$ cat config.mk
export PLATFORM = sky130hd
export DESIGN_NAME = hips_seq
export DESIGN_NICKNAME = d
export VERILOG_FILES = /design/src/hdl/hips_pkg.sv /design/src/hdl/hips_seq.sv
export VERILOG_INCLUDE_DIRS = /design/src /design/src/hdl
export SDC_FILE = /design/constraint.sdc
export NUM_CORES = 1
export LEC_CHECK = 0
export BUFFER_PORTS_ARGS = -buffer_cell sky130_fd_sc_hd__buf_2
export CAP_MARGIN = 20
export CELL_PAD_IN_SITES_DETAIL_PLACEMENT = 1
export CELL_PAD_IN_SITES_GLOBAL_PLACEMENT = 1
export CORE_AREA = 2 2 137 139
export DETAILED_ROUTE_END_ITERATION = 16
export DIE_AREA = 0 0 139 141
export GPL_TIMING_DRIVEN = 0
export PLACE_DENSITY = 0.78
export SKIP_LAST_GASP = 1
export SLEW_MARGIN = 20
export SYNTH_ARGS = -nofsm -noshare
export SYNTH_HDL_FRONTEND = slang
export SYNTH_SLANG_ARGS = --single-unit
$ cat constraint.sdc
create_clock -name hclk -period 2.9 [get_ports hclk]
set_clock_uncertainty 0.2 [all_clocks]
set_input_delay 0.145 -clock hclk [delete_from_list [all_inputs] [get_ports hclk]]
set_output_delay 0.145 -clock hclk [all_outputs]
set_load 0.01 [all_outputs]
$ cat src/hdl/hips_regs.svh
// constants of the insertion power sequencer: timing and register map
`ifndef HIPS_REGS_SVH
`define HIPS_REGS_SVH
`define HIPS_CLK_MHZ 250
`define HIPS_INS_MS 20
`define HIPS_POR_MS 20
`define HIPS_REL_MS 200
`define HIPS_OC_US 20
`define HIPS_LO_US 32
`define HIPS_INS_CYC (`HIPS_INS_MS * 1000 * `HIPS_CLK_MHZ)
`define HIPS_POR_CYC (`HIPS_POR_MS * 1000 * `HIPS_CLK_MHZ)
`define HIPS_REL_CYC (`HIPS_REL_MS * 1000 * `HIPS_CLK_MHZ)
`define HIPS_OC_CYC (`HIPS_OC_US * `HIPS_CLK_MHZ)
`define HIPS_LO_CYC (`HIPS_LO_US * `HIPS_CLK_MHZ)
`define HIPS_CTRL_OFS 8'h00
`define HIPS_STAT_OFS 8'h04
`define HIPS_CTRL_EN_BIT 0
`define HIPS_CTRL_RST 32'h0000_0001
`define HIPS_ST_PUMP_BIT 0
`define HIPS_ST_TRIP_BIT 1
`define HIPS_ST_PG_BIT 2
`define HIPS_ST_RST_BIT 3
`define HIPS_ST_INS_BIT 4
`define HIPS_ST_FSM_LSB 5
`endif

$ cat src/hdl/hips_pkg.sv
// types of the insertion power sequencer
package hips_pkg;
  typedef enum logic [1:0] {
    HIPS_THR_FLOAT,
    HIPS_THR_LOWOUT,
    HIPS_THR_GND
  } hips_thr_t;
  typedef enum logic [2:0] {
    HIPS_OFF,
    HIPS_ON,
    HIPS_HARD,
    HIPS_DRAIN
  } hips_state_t;
endpackage : hips_pkg

$ cat src/hdl/hips_seq.sv
// insertion power sequencer: debounce, breaker, supervisor, ahb-lite regs
//
// The placing of the registers and the AHB-Lite slave port were decided locally.
`timescale 1ns/10ps
`include "hips_regs.svh"
module hips_seq #(
  parameter int unsigned INS_CYC = `HIPS_INS_CYC,
  parameter int unsigned POR_CYC = `HIPS_POR_CYC,
  parameter int unsigned REL_CYC = `HIPS_REL_CYC,
  parameter int unsigned OC_CYC = `HIPS_OC_CYC,
  parameter int unsigned LO_CYC = `HIPS_LO_CYC
) (
  input wire logic hclk,
  input wire logic hresetn,
  input wire logic hsel,
  input wire logic [31:0] haddr,
  input wire logic [1:0] htrans,
  input wire logic hwrite,
  input wire logic [2:0] hsize,
  input wire logic [31:0] hwdata,
  input wire logic hready,
  output logic [31:0] hrdata,
  output logic hreadyout,
  output logic hresp,
  input wire logic conn_sense_a_n,
  input wire logic conn_sense_b_n,
  input wire logic hard_reset_n,
  input wire logic low_supply_lockout,
  input wire logic high_supply_lockout,
  input wire hips_pkg::hips_thr_t threshold_select,
  input wire logic low_rail_above_4v65,
  input wire logic low_rail_above_2v90,
  input wire logic low_rail_above_5v88,
  input wire logic outputs_below_trip,
  input wire logic overcurrent_sense_high_rail,
  input wire logic overcurrent_sense_low_rail,
  output logic pump_on,
  output logic gate_drive_high_rail,
  output logic gate_drive_low_rail,
  output logic gate_pull_low,
  output logic overcurrent_flag_n,
  output logic supply_good,
  output logic bus_disable,
  output logic sys_reset_n
);
  localparam int CW = 26;
  typedef logic [CW-1:0] hips_cnt_t;
  localparam hips_cnt_t INS_L = CW'(INS_CYC);
  localparam hips_cnt_t POR_L = CW'(POR_CYC);
  localparam hips_cnt_t REL_L = CW'(REL_CYC);
  localparam hips_cnt_t OC_L = CW'(OC_CYC);
  localparam hips_cnt_t LO_L = CW'(LO_CYC);
  localparam logic [31:0] CTRL_RST = `HIPS_CTRL_RST;

  // saturating interval counter, cleared whenever its condition breaks
  function automatic hips_cnt_t sat_cnt(input logic run, input hips_cnt_t c,
                                        input hips_cnt_t lim);
    hips_cnt_t r;
    r = '0;
    if (run) begin
      r = (c == lim) ? c : c + hips_cnt_t'(1);
    end
    return r;
  endfunction : sat_cnt

  //////////////////////////////////////////////////////////////////////////
  hips_pkg::hips_state_t state_q, state_d;
  hips_cnt_t ins_cnt_q, por_cnt_q, rel_cnt_q, oc_cnt_q, lo_cnt_q;
  logic trip_q, rst_q, pump_q, en_q;
  logic a_sel_q, a_wr_q;
  logic [7:0] a_ofs_q;
  logic [31:0] rdata_q;

  wire conn_open = conn_sense_a_n | conn_sense_b_n;
  // either supply under lockout holds everything off
  wire lockout = low_supply_lockout | high_supply_lockout;
  wire oc_any = overcurrent_sense_high_rail | overcurrent_sense_low_rail;
  wire ins_ok = ins_cnt_q == INS_L;
  wire por_hit = !hard_reset_n && por_cnt_q == POR_L;
  // only an indication longer than the window trips
  wire oc_hit = oc_any && oc_cnt_q == OC_L;
  wire thr_above =
    (threshold_select == hips_pkg::HIPS_THR_GND) ? low_rail_above_5v88 :
    (threshold_select == hips_pkg::HIPS_THR_LOWOUT) ? low_rail_above_2v90 :
    low_rail_above_4v65;
  // causes that assert reset without waiting
  wire force_rst = conn_open | !hard_reset_n | lockout;
  wire lo_done = !supply_good && lo_cnt_q == LO_L;
  wire rel_done = rel_cnt_q == REL_L;
  wire pumps_ok = !trip_q && !lockout && !conn_open && en_q;

  //////////////////////////////////////////////////////////////////////////
  always_comb begin
    state_d = state_q;
    case (state_q)
      hips_pkg::HIPS_OFF: begin
        // start refused while the hard-reset input is low
        if (por_hit) begin
          state_d = hips_pkg::HIPS_HARD;
        end else if (pumps_ok && ins_ok && hard_reset_n) begin
          state_d = hips_pkg::HIPS_ON;
        end
      end
      hips_pkg::HIPS_ON: begin
        // sense high drops pumps on the next edge
        if (por_hit) begin
          state_d = hips_pkg::HIPS_HARD;
        end else if (!pumps_ok || oc_hit) begin
          state_d = hips_pkg::HIPS_OFF;
        end
      end
      hips_pkg::HIPS_HARD: begin
        if (hard_reset_n) begin
          state_d = hips_pkg::HIPS_DRAIN;
        end
      end
      hips_pkg::HIPS_DRAIN: begin
        // wait for rails to discharge before power-up
        if (!hard_reset_n) begin
          state_d = hips_pkg::HIPS_HARD;
        end else if (outputs_below_trip) begin
          state_d = hips_pkg::HIPS_OFF;
        end
      end
      default: state_d = hips_pkg::HIPS_OFF;
    endcase
  end

  // all timers on hclk, cleared when condition breaks
  always_ff @(posedge hclk or negedge hresetn) begin
    if (!hresetn) begin
      ins_cnt_q <= '0;
      por_cnt_q <= '0;
      oc_cnt_q <= '0;
      lo_cnt_q <= '0;
      rel_cnt_q <= '0;
    end else begin
      ins_cnt_q <= sat_cnt(!conn_open, ins_cnt_q, INS_L);
      por_cnt_q <= sat_cnt(!hard_reset_n, por_cnt_q, POR_L);
      oc_cnt_q <= sat_cnt(oc_any, oc_cnt_q, OC_L);
      lo_cnt_q <= sat_cnt(!supply_good, lo_cnt_q, LO_L);
      // release timer restarts on any drop
      rel_cnt_q <= sat_cnt(supply_good && !force_rst, rel_cnt_q, REL_L);
    end
  end

  always_ff @(posedge hclk or negedge hresetn) begin
    if (!hresetn) begin
      state_q <= hips_pkg::HIPS_OFF;
      pump_q <= 1'b0;
      trip_q <= 1'b0;
      rst_q <= 1'b1;
    end else begin
      state_q <= state_d;
      pump_q <= state_d == hips_pkg::HIPS_ON;
      // hard reset clears, a new trip wins
      if (oc_hit) begin
        trip_q <= 1'b1;
      end else if (!hard_reset_n) begin
        trip_q <= 1'b0;
      end
      // supply-good loss resets only after a full 32 us low; force_rst resets at once
      // release after full 200 ms high
      if (force_rst || lo_done) begin
        rst_q <= 1'b1;
      end else if (rel_done) begin
        rst_q <= 1'b0;
      end
    end
  end

  assign pump_on = pump_q;
  // gates follow pumps, else pulled to ground
  assign gate_drive_high_rail = pump_q;
  assign gate_drive_low_rail = pump_q;
  assign gate_pull_low = !pump_q;
  assign overcurrent_flag_n = !trip_q;
  // comparator path, no delay; trip drops it with the flag
  assign supply_good = thr_above && !trip_q;
  assign sys_reset_n = !rst_q;
  // buffers off while board is held in reset
  assign bus_disable = rst_q;

  //////////////////////////////////////////////////////////////////////////
  // ahb-lite slave: zero wait states, always okay
  wire a_take = hsel && hready && htrans[1];
  wire [31:0] ctrl_rd = {31'h0, en_q};
  wire [31:0] stat_rd = {24'h0, 3'(state_q), ins_ok, rst_q, supply_good,
                         trip_q, pump_q};
  wire [31:0] rd_mux =
    (haddr[7:0] == `HIPS_CTRL_OFS) ? ctrl_rd :
    (haddr[7:0] == `HIPS_STAT_OFS) ? stat_rd : 32'h0;
  wire in_map = haddr[31:8] == 24'h0;

  always_ff @(posedge hclk or negedge hresetn) begin
    if (!hresetn) begin
      a_sel_q <= 1'b0;
      a_wr_q <= 1'b0;
      a_ofs_q <= 8'h00;
      rdata_q <= 32'h0;
      en_q <= CTRL_RST[`HIPS_CTRL_EN_BIT];
    end else begin
      // unmapped addresses alias the low byte, so they must not write
      a_sel_q <= a_take && in_map;
      a_wr_q <= hwrite;
      a_ofs_q <= haddr[7:0];
      rdata_q <= (a_take && !hwrite && in_map) ? rd_mux : 32'h0;
      if (a_sel_q && a_wr_q && a_ofs_q == `HIPS_CTRL_OFS) begin
        en_q <= hwdata[`HIPS_CTRL_EN_BIT];
      end
    end
  end

  assign hrdata = rdata_q;
  assign hreadyout = 1'b1;
  assign hresp = 1'b0;

  //////////////////////////////////////////////////////////////////////////
  a_ins_first: assert property (@(posedge hclk) disable iff (!hresetn)
    $rose(pump_on) |-> $past(ins_ok) && $past(hard_reset_n))
    else $error("pumps started before insertion debounce");
  a_rst_causes: assert property (
    @(posedge hclk) disable iff (!hresetn)
    force_rst |=> !sys_reset_n)
    else $error("reset not asserted for immediate cause");
  a_hard_off: assert property (@(posedge hclk) disable iff (!hresetn)
    por_hit |=> !pump_on ##1 !pump_on)
    else $error("pumps on after hard reset");
  a_drain_wait: assert property (
    @(posedge hclk) disable iff (!hresetn)
    state_q == hips_pkg::HIPS_DRAIN && !outputs_below_trip |=> !pump_on)
    else $error("power-up before rails drained");
  a_trip_clear: assert property (
    @(posedge hclk) disable iff (!hresetn)
    !hard_reset_n && !oc_hit |=> overcurrent_flag_n)
    else $error("breaker not cleared by hard reset");
  a_trip_when: assert property (@(posedge hclk) disable iff (!hresetn)
    $fell(overcurrent_flag_n) |-> $past(oc_any) && $past(oc_cnt_q) == OC_L)
    else $error("breaker tripped early");
  a_trip_gates: assert property (
    @(posedge hclk) disable iff (!hresetn)
    !overcurrent_flag_n |-> !gate_drive_high_rail && gate_pull_low)
    else $error("gates driven while tripped");
  a_trip_hold: assert property (
    @(posedge hclk) disable iff (!hresetn)
    !overcurrent_flag_n && hard_reset_n |=> !overcurrent_flag_n)
    else $error("breaker released without hard reset");
  a_rel_after: assert property (
    @(posedge hclk) disable iff (!hresetn)
    $rose(sys_reset_n) |-> $past(rel_cnt_q) == REL_L && $past(supply_good))
    else $error("reset released too early");
  a_pg_low_rst: assert property (
    @(posedge hclk) disable iff (!hresetn)
    !force_rst && lo_done |=> !sys_reset_n)
    else $error("reset missing after supply-good loss");
  a_conn_drop: assert property (
    @(posedge hclk) disable iff (!hresetn)
    conn_open |=> !pump_on)
    else $error("pumps on with sense input high");
  a_lockout: assert property (@(posedge hclk) disable iff (!hresetn)
    lockout |=> !pump_on && !sys_reset_n && bus_disable)
    else $error("lockout not honoured");
  a_pump_state: assert property (
    @(posedge hclk) disable iff (!hresetn)
    pump_on == (state_q == hips_pkg::HIPS_ON))
    else $error("pump-on differs from state");
  // gates and pull-down follow the pumps
  a_gate_follow: assert property (
    @(posedge hclk) disable iff (!hresetn)
    gate_drive_high_rail == pump_on && gate_drive_low_rail == pump_on &&
    gate_pull_low == !pump_on)
    else $error("gate drives disagree with pumps");
  // floating select uses the middle threshold
  a_thr_float: assert property (
    @(posedge hclk) disable iff (!hresetn)
    !trip_q && threshold_select == hips_pkg::HIPS_THR_FLOAT
    |-> supply_good == low_rail_above_4v65)
    else $error("floating threshold not selected");
  // tie to the low output selects the low threshold
  a_thr_lowout: assert property (
    @(posedge hclk) disable iff (!hresetn)
    !trip_q && threshold_select == hips_pkg::HIPS_THR_LOWOUT
    |-> supply_good == low_rail_above_2v90)
    else $error("low-output threshold not selected");
  // grounded select uses the high threshold
  a_thr_gnd: assert property (
    @(posedge hclk) disable iff (!hresetn)
    !trip_q && threshold_select == hips_pkg::HIPS_THR_GND
    |-> supply_good == low_rail_above_5v88)
    else $error("grounded threshold not selected");
  a_trip_pg: assert property (
    @(posedge hclk) disable iff (!hresetn)
    !overcurrent_flag_n |-> !supply_good)
    else $error("supply-good high while tripped");
  // reset follows the trip once the low window ends
  a_trip_late: assert property (
    @(posedge hclk) disable iff (!hresetn)
    !overcurrent_flag_n && lo_cnt_q == LO_L |=> !sys_reset_n)
    else $error("reset missing after trip");
  // release timer restarts on any drop
  a_rel_clear: assert property (
    @(posedge hclk) disable iff (!hresetn)
    !supply_good |=> rel_cnt_q == '0)
    else $error("release timer kept running");
  a_dip_keep: assert property (
    @(posedge hclk) disable iff (!hresetn)
    sys_reset_n && !force_rst && !lo_done |=> sys_reset_n)
    else $error("reset asserted on short dip");
  // no power-up from the hard-reset state
  a_hard_hold: assert property (
    @(posedge hclk) disable iff (!hresetn)
    state_q == hips_pkg::HIPS_HARD |=> !pump_on)
    else $error("pumps on during hard reset");
  // long hard-reset low enters the hard state
  a_por_enter: assert property (
    @(posedge hclk) disable iff (!hresetn)
    por_hit |=> state_q == hips_pkg::HIPS_HARD)
    else $error("hard reset not entered");
  a_drain_hold: assert property (
    @(posedge hclk) disable iff (!hresetn)
    state_q == hips_pkg::HIPS_DRAIN && hard_reset_n && !outputs_below_trip
    |=> state_q == hips_pkg::HIPS_DRAIN)
    else $error("drain left with charged rails");
  // a trip drops the flag on the next edge
  a_trip_set: assert property (
    @(posedge hclk) disable iff (!hresetn)
    oc_hit |=> !overcurrent_flag_n)
    else $error("flag not lowered on trip");
  // tripped breaker keeps the pumps off
  a_trip_pumps: assert property (
    @(posedge hclk) disable iff (!hresetn)
    !overcurrent_flag_n |-> !pump_on)
    else $error("pumps on while tripped");
  a_bus_follow: assert property (
    @(posedge hclk) disable iff (!hresetn)
    bus_disable == !sys_reset_n)
    else $error("bus-disable differs from reset");
  // overcurrent window restarts when the indication stops
  a_oc_restart: assert property (
    @(posedge hclk) disable iff (!hresetn)
    !oc_any |=> oc_cnt_q == '0)
    else $error("overcurrent timer not restarted");
  // no start before the insertion debounce
  a_ins_wait: assert property (
    @(posedge hclk) disable iff (!hresetn)
    !ins_ok && !pump_on |=> !pump_on)
    else $error("pumps started before debounce");
endmodule : hips_seq

==> metrics.cfg <==
[critical_path]
critPathMaxStageDelay_ps = 580
worstSetupPathType = register to register
crit_buf_inv = 3
rrSetupSlack_ps = 180
cp_data_required_time_ps = 3010
critPathTopFamily = buffers and inverters
worst_setup_path_start_kind = register
arrival_ps = 2840
crit_fanout = 6
cp-end-kind = register
crit_path_top_delay_cell = dlygate4sd3_1
crit_chain = inv_1 -> ha_1 -> nor4b_2 -> nand2_1 -> or3_1 -> clkbuf_1 -> o221ai_2 -> o211ai_1 -> dlygate4sd3_1

[detailed_routing]
drtAntennaViolNets = 0
wl_per_cell_um = 15.9
drt_iter0_drc = 228
vias_per_cell = 5.19
num_vias = 6185
wl_um = 19000
firstDrtPassIters = 4
drc_errors = 0

[clock_tree]
root_buffer = clkbuf_16
cts_max_level = 4
cts.sinks = 155
cts_tree = done
cts_buffers = 17
post_cts_buffers = 0
clockBufferDepth = 2
clk_latency_ps = 430
clk_pin_slew_ps = 60

[yosys]
syn_area_per_cell_um2 = 9.71
ys_seq_area_frac = 0.493
synthTopCellsByArea = dfrtp_1 49%, nor2_1 7.1%, xnor2_1 6.5%, xor2_1 6.3%, nand3_1 3.1%
syn_area_mm2 = 0.00787
synthArstFlopShare = 1.00
synth-edff-count = 0
synth_top_area_frac = 0.486
yosys_warnings = 0
ys_types = 47
yosysTopAreaCell = dfrtp_1
synth_cells = 811
ys_ff_latch = 155
synth_commonest_cells = 153 x dfrtp_1, 148 x nor2_1, 58 x xnor2_1, 57 x xor2_1, 56 x nand2_1
synth_most_common_cell = dfrtp_1
synthFlopType = dfrtp_1

[sta]
whs_ps = 19.4
final.setup.tns_ps = 0
finalHoldViolCount = 0
finalCriticalPeriod_ps = 2720
fmaxAchievable_ghz = 0.367
worst_slew_pin_slew_ps = 900
rsz0062_at_grt = false
max_slew_margin = 0.396
period_share = 0.939
setup-violations-final = 0
final_max_slew_viol_count = 0

[die]
rows = 50
die_area_mm2 = 0.0196
initial_utilization = 0.431
die_y_um = 141
core_area_mm2 = 0.0183
dieWidth_um = 139
pin_count = 129

[finish]
nFillCells = 2099
seq_area_mm2 = 0.00388
multi_input_area_mm2 = 0.00374
insertedDiodeCount = 0
area_growth_pct = 20.3
fin_area_mm2 = 0.00947
drive_gt1_frac = 0.161
nets = 1043

[global_routing]
grt_overflow_total = 0
gr-usage-all-layers = 0.201
grt_pass1_wl_um = 31900
grt_max_degree = 87
antenna_found_initial = 0
grt_pass1_vias = 6468

[place]
place_congestion = 0.762
placed_cell_area_mm2 = 0.00863
io_buffer_count = 67
hpwlAfterDp_um = 13000

[power]
power-per-cell-area_mw_per_mm2 = 512
total_power_mw = 4.85
ir_drop_mv = 0.358
total_leakage_power_nw = 4.11

[worst_hold_path]
hold_class = input pin to register

[flow_run]
maxCapViolations = 0

[run_status]
outcome = completed

[placed cells by master (no fill, tap or decap), types with 4 or more instances in the layout]
cell	n
dfrtp_1	152
inv_1	23
ha_1	10
and3_1	19
and4_1	11
mux2i_1	6
nor4b_1	12
clkbuf_8	5
clkbuf_1	14
nor4_1	23
clkbuf_16	17
conb_1	27
nand3b_1	5
a21oi_1	10
clkinv_2	4
or3_1	8
nand4_1	32
xor2_1	57
o21ai_0	6
or2_2	4
buf_2	69
dlygate4sd3_1	23
nor2_1	148
nor3_1	34
buf_4	28
nand2_1	56
nor3b_1	4
xnor2_1	58
nand3_1	49
[worst paths after layout]
| path | startpoint | endpoint | cells past startpoint |
|---|---|---|---|
| max | oc_cnt_q[1] | state_q[0] | 9 |
| min | low_supply_lockout | gate_drive_high_rail | 5 |
| max in group asynchronous | hresetn | bus_disable | 3 |
| min reg2reg | state_q[2] | state_q[1] | 1 |
| min in group asynchronous | hresetn | lo_cnt_q[21] | 2 |
| max reg2reg | oc_cnt_q[1] | state_q[0] | 9 |
[through the flow]
stage / std cells / utilization / worst slack [ps]
after floorplan: 836 / - / 956
after global placement: 1137 / 0.471 / -902
after detailed placement: 1138 / 0.473 / 317
after CTS: 1192 / 0.517 / 70.4
after global routing: 1192 / 0.519 / 3.76
final: 1192 / 0.519 / 177
[cells by family (layout without fill, tap and decap cells)]
logic type | Yosys count | after routing | synth area share
flip-flops | 155 | 155 | 0.493
other | 2 | 27 | 0.000954
multiplexers | 7 | 7 | 0.00906
AO/OA/AOI/OAI | 21 | 21 | 0.0159
buffers and inverters | 68 | 190 | 0.0462
XOR/XNOR | 115 | 115 | 0.128
AND/OR/NAND/NOR | 433 | 433 | 0.291
adder cells (fa/ha/maj) | 10 | 10 | 0.0159
[where the power goes]
group / internal, mW / switching, mW / total (mW)
combinational: 0.144 / 0.190 / 0.334
sequential: 2.21 / 0.0678 / 2.27
clock: 1.37 / 0.869 / 2.24
total: 3.72 / 1.13 / 4.85
[layout make-up]
class | instances | share of cell area
sequential | 155 | 0.410
multi-input combinational | 613 | 0.395
timing repair buffer | 91 | 0.0637
clock buffer | 24 | 0.0530
tap | 234 | 0.0309
buffer | 45 | 0.0293
clock inverter | 7 | 0.00925
inverter | 23 | 0.00911
[repair_timing]
item | 4_1_cts | 5_1_grt
endpoints found under the hold margin | 113 | 0
resized for setup | 0 | 4
endpoints found under the setup margin | 0 | 1
hold buffers | 23 | 0
[metal layers]
layer	routed length [um]	global-route usage	vias up
met1	8600	0.254	3087
met2	9510	0.350	90
met3	625	0.0401	16
met4	231	0.0611	0
li1	-	-	2992
met5	0	0	-
[state kept, by name, summed over array words and instances, names as in the netlist, 3 cells and up]
signal / count
hrdata: 8
oc_cnt_q: 26
rel_cnt_q: 26
state_q: 3
lo_cnt_q: 26
a_ofs_q: 8
por_cnt_q: 26
ins_cnt_q: 26
[worst reg2reg max path, cell delays in order (launching register included)]
cell	delay, ps
dfrtp_1	450
inv_1	100
ha_1	150
nor4b_2	200
nand2_1	70
or3_1	350
clkbuf_1	190
o221ai_2	200
o211ai_1	120
dlygate4sd3_1	580
Power figures use the tool's default switching activity.
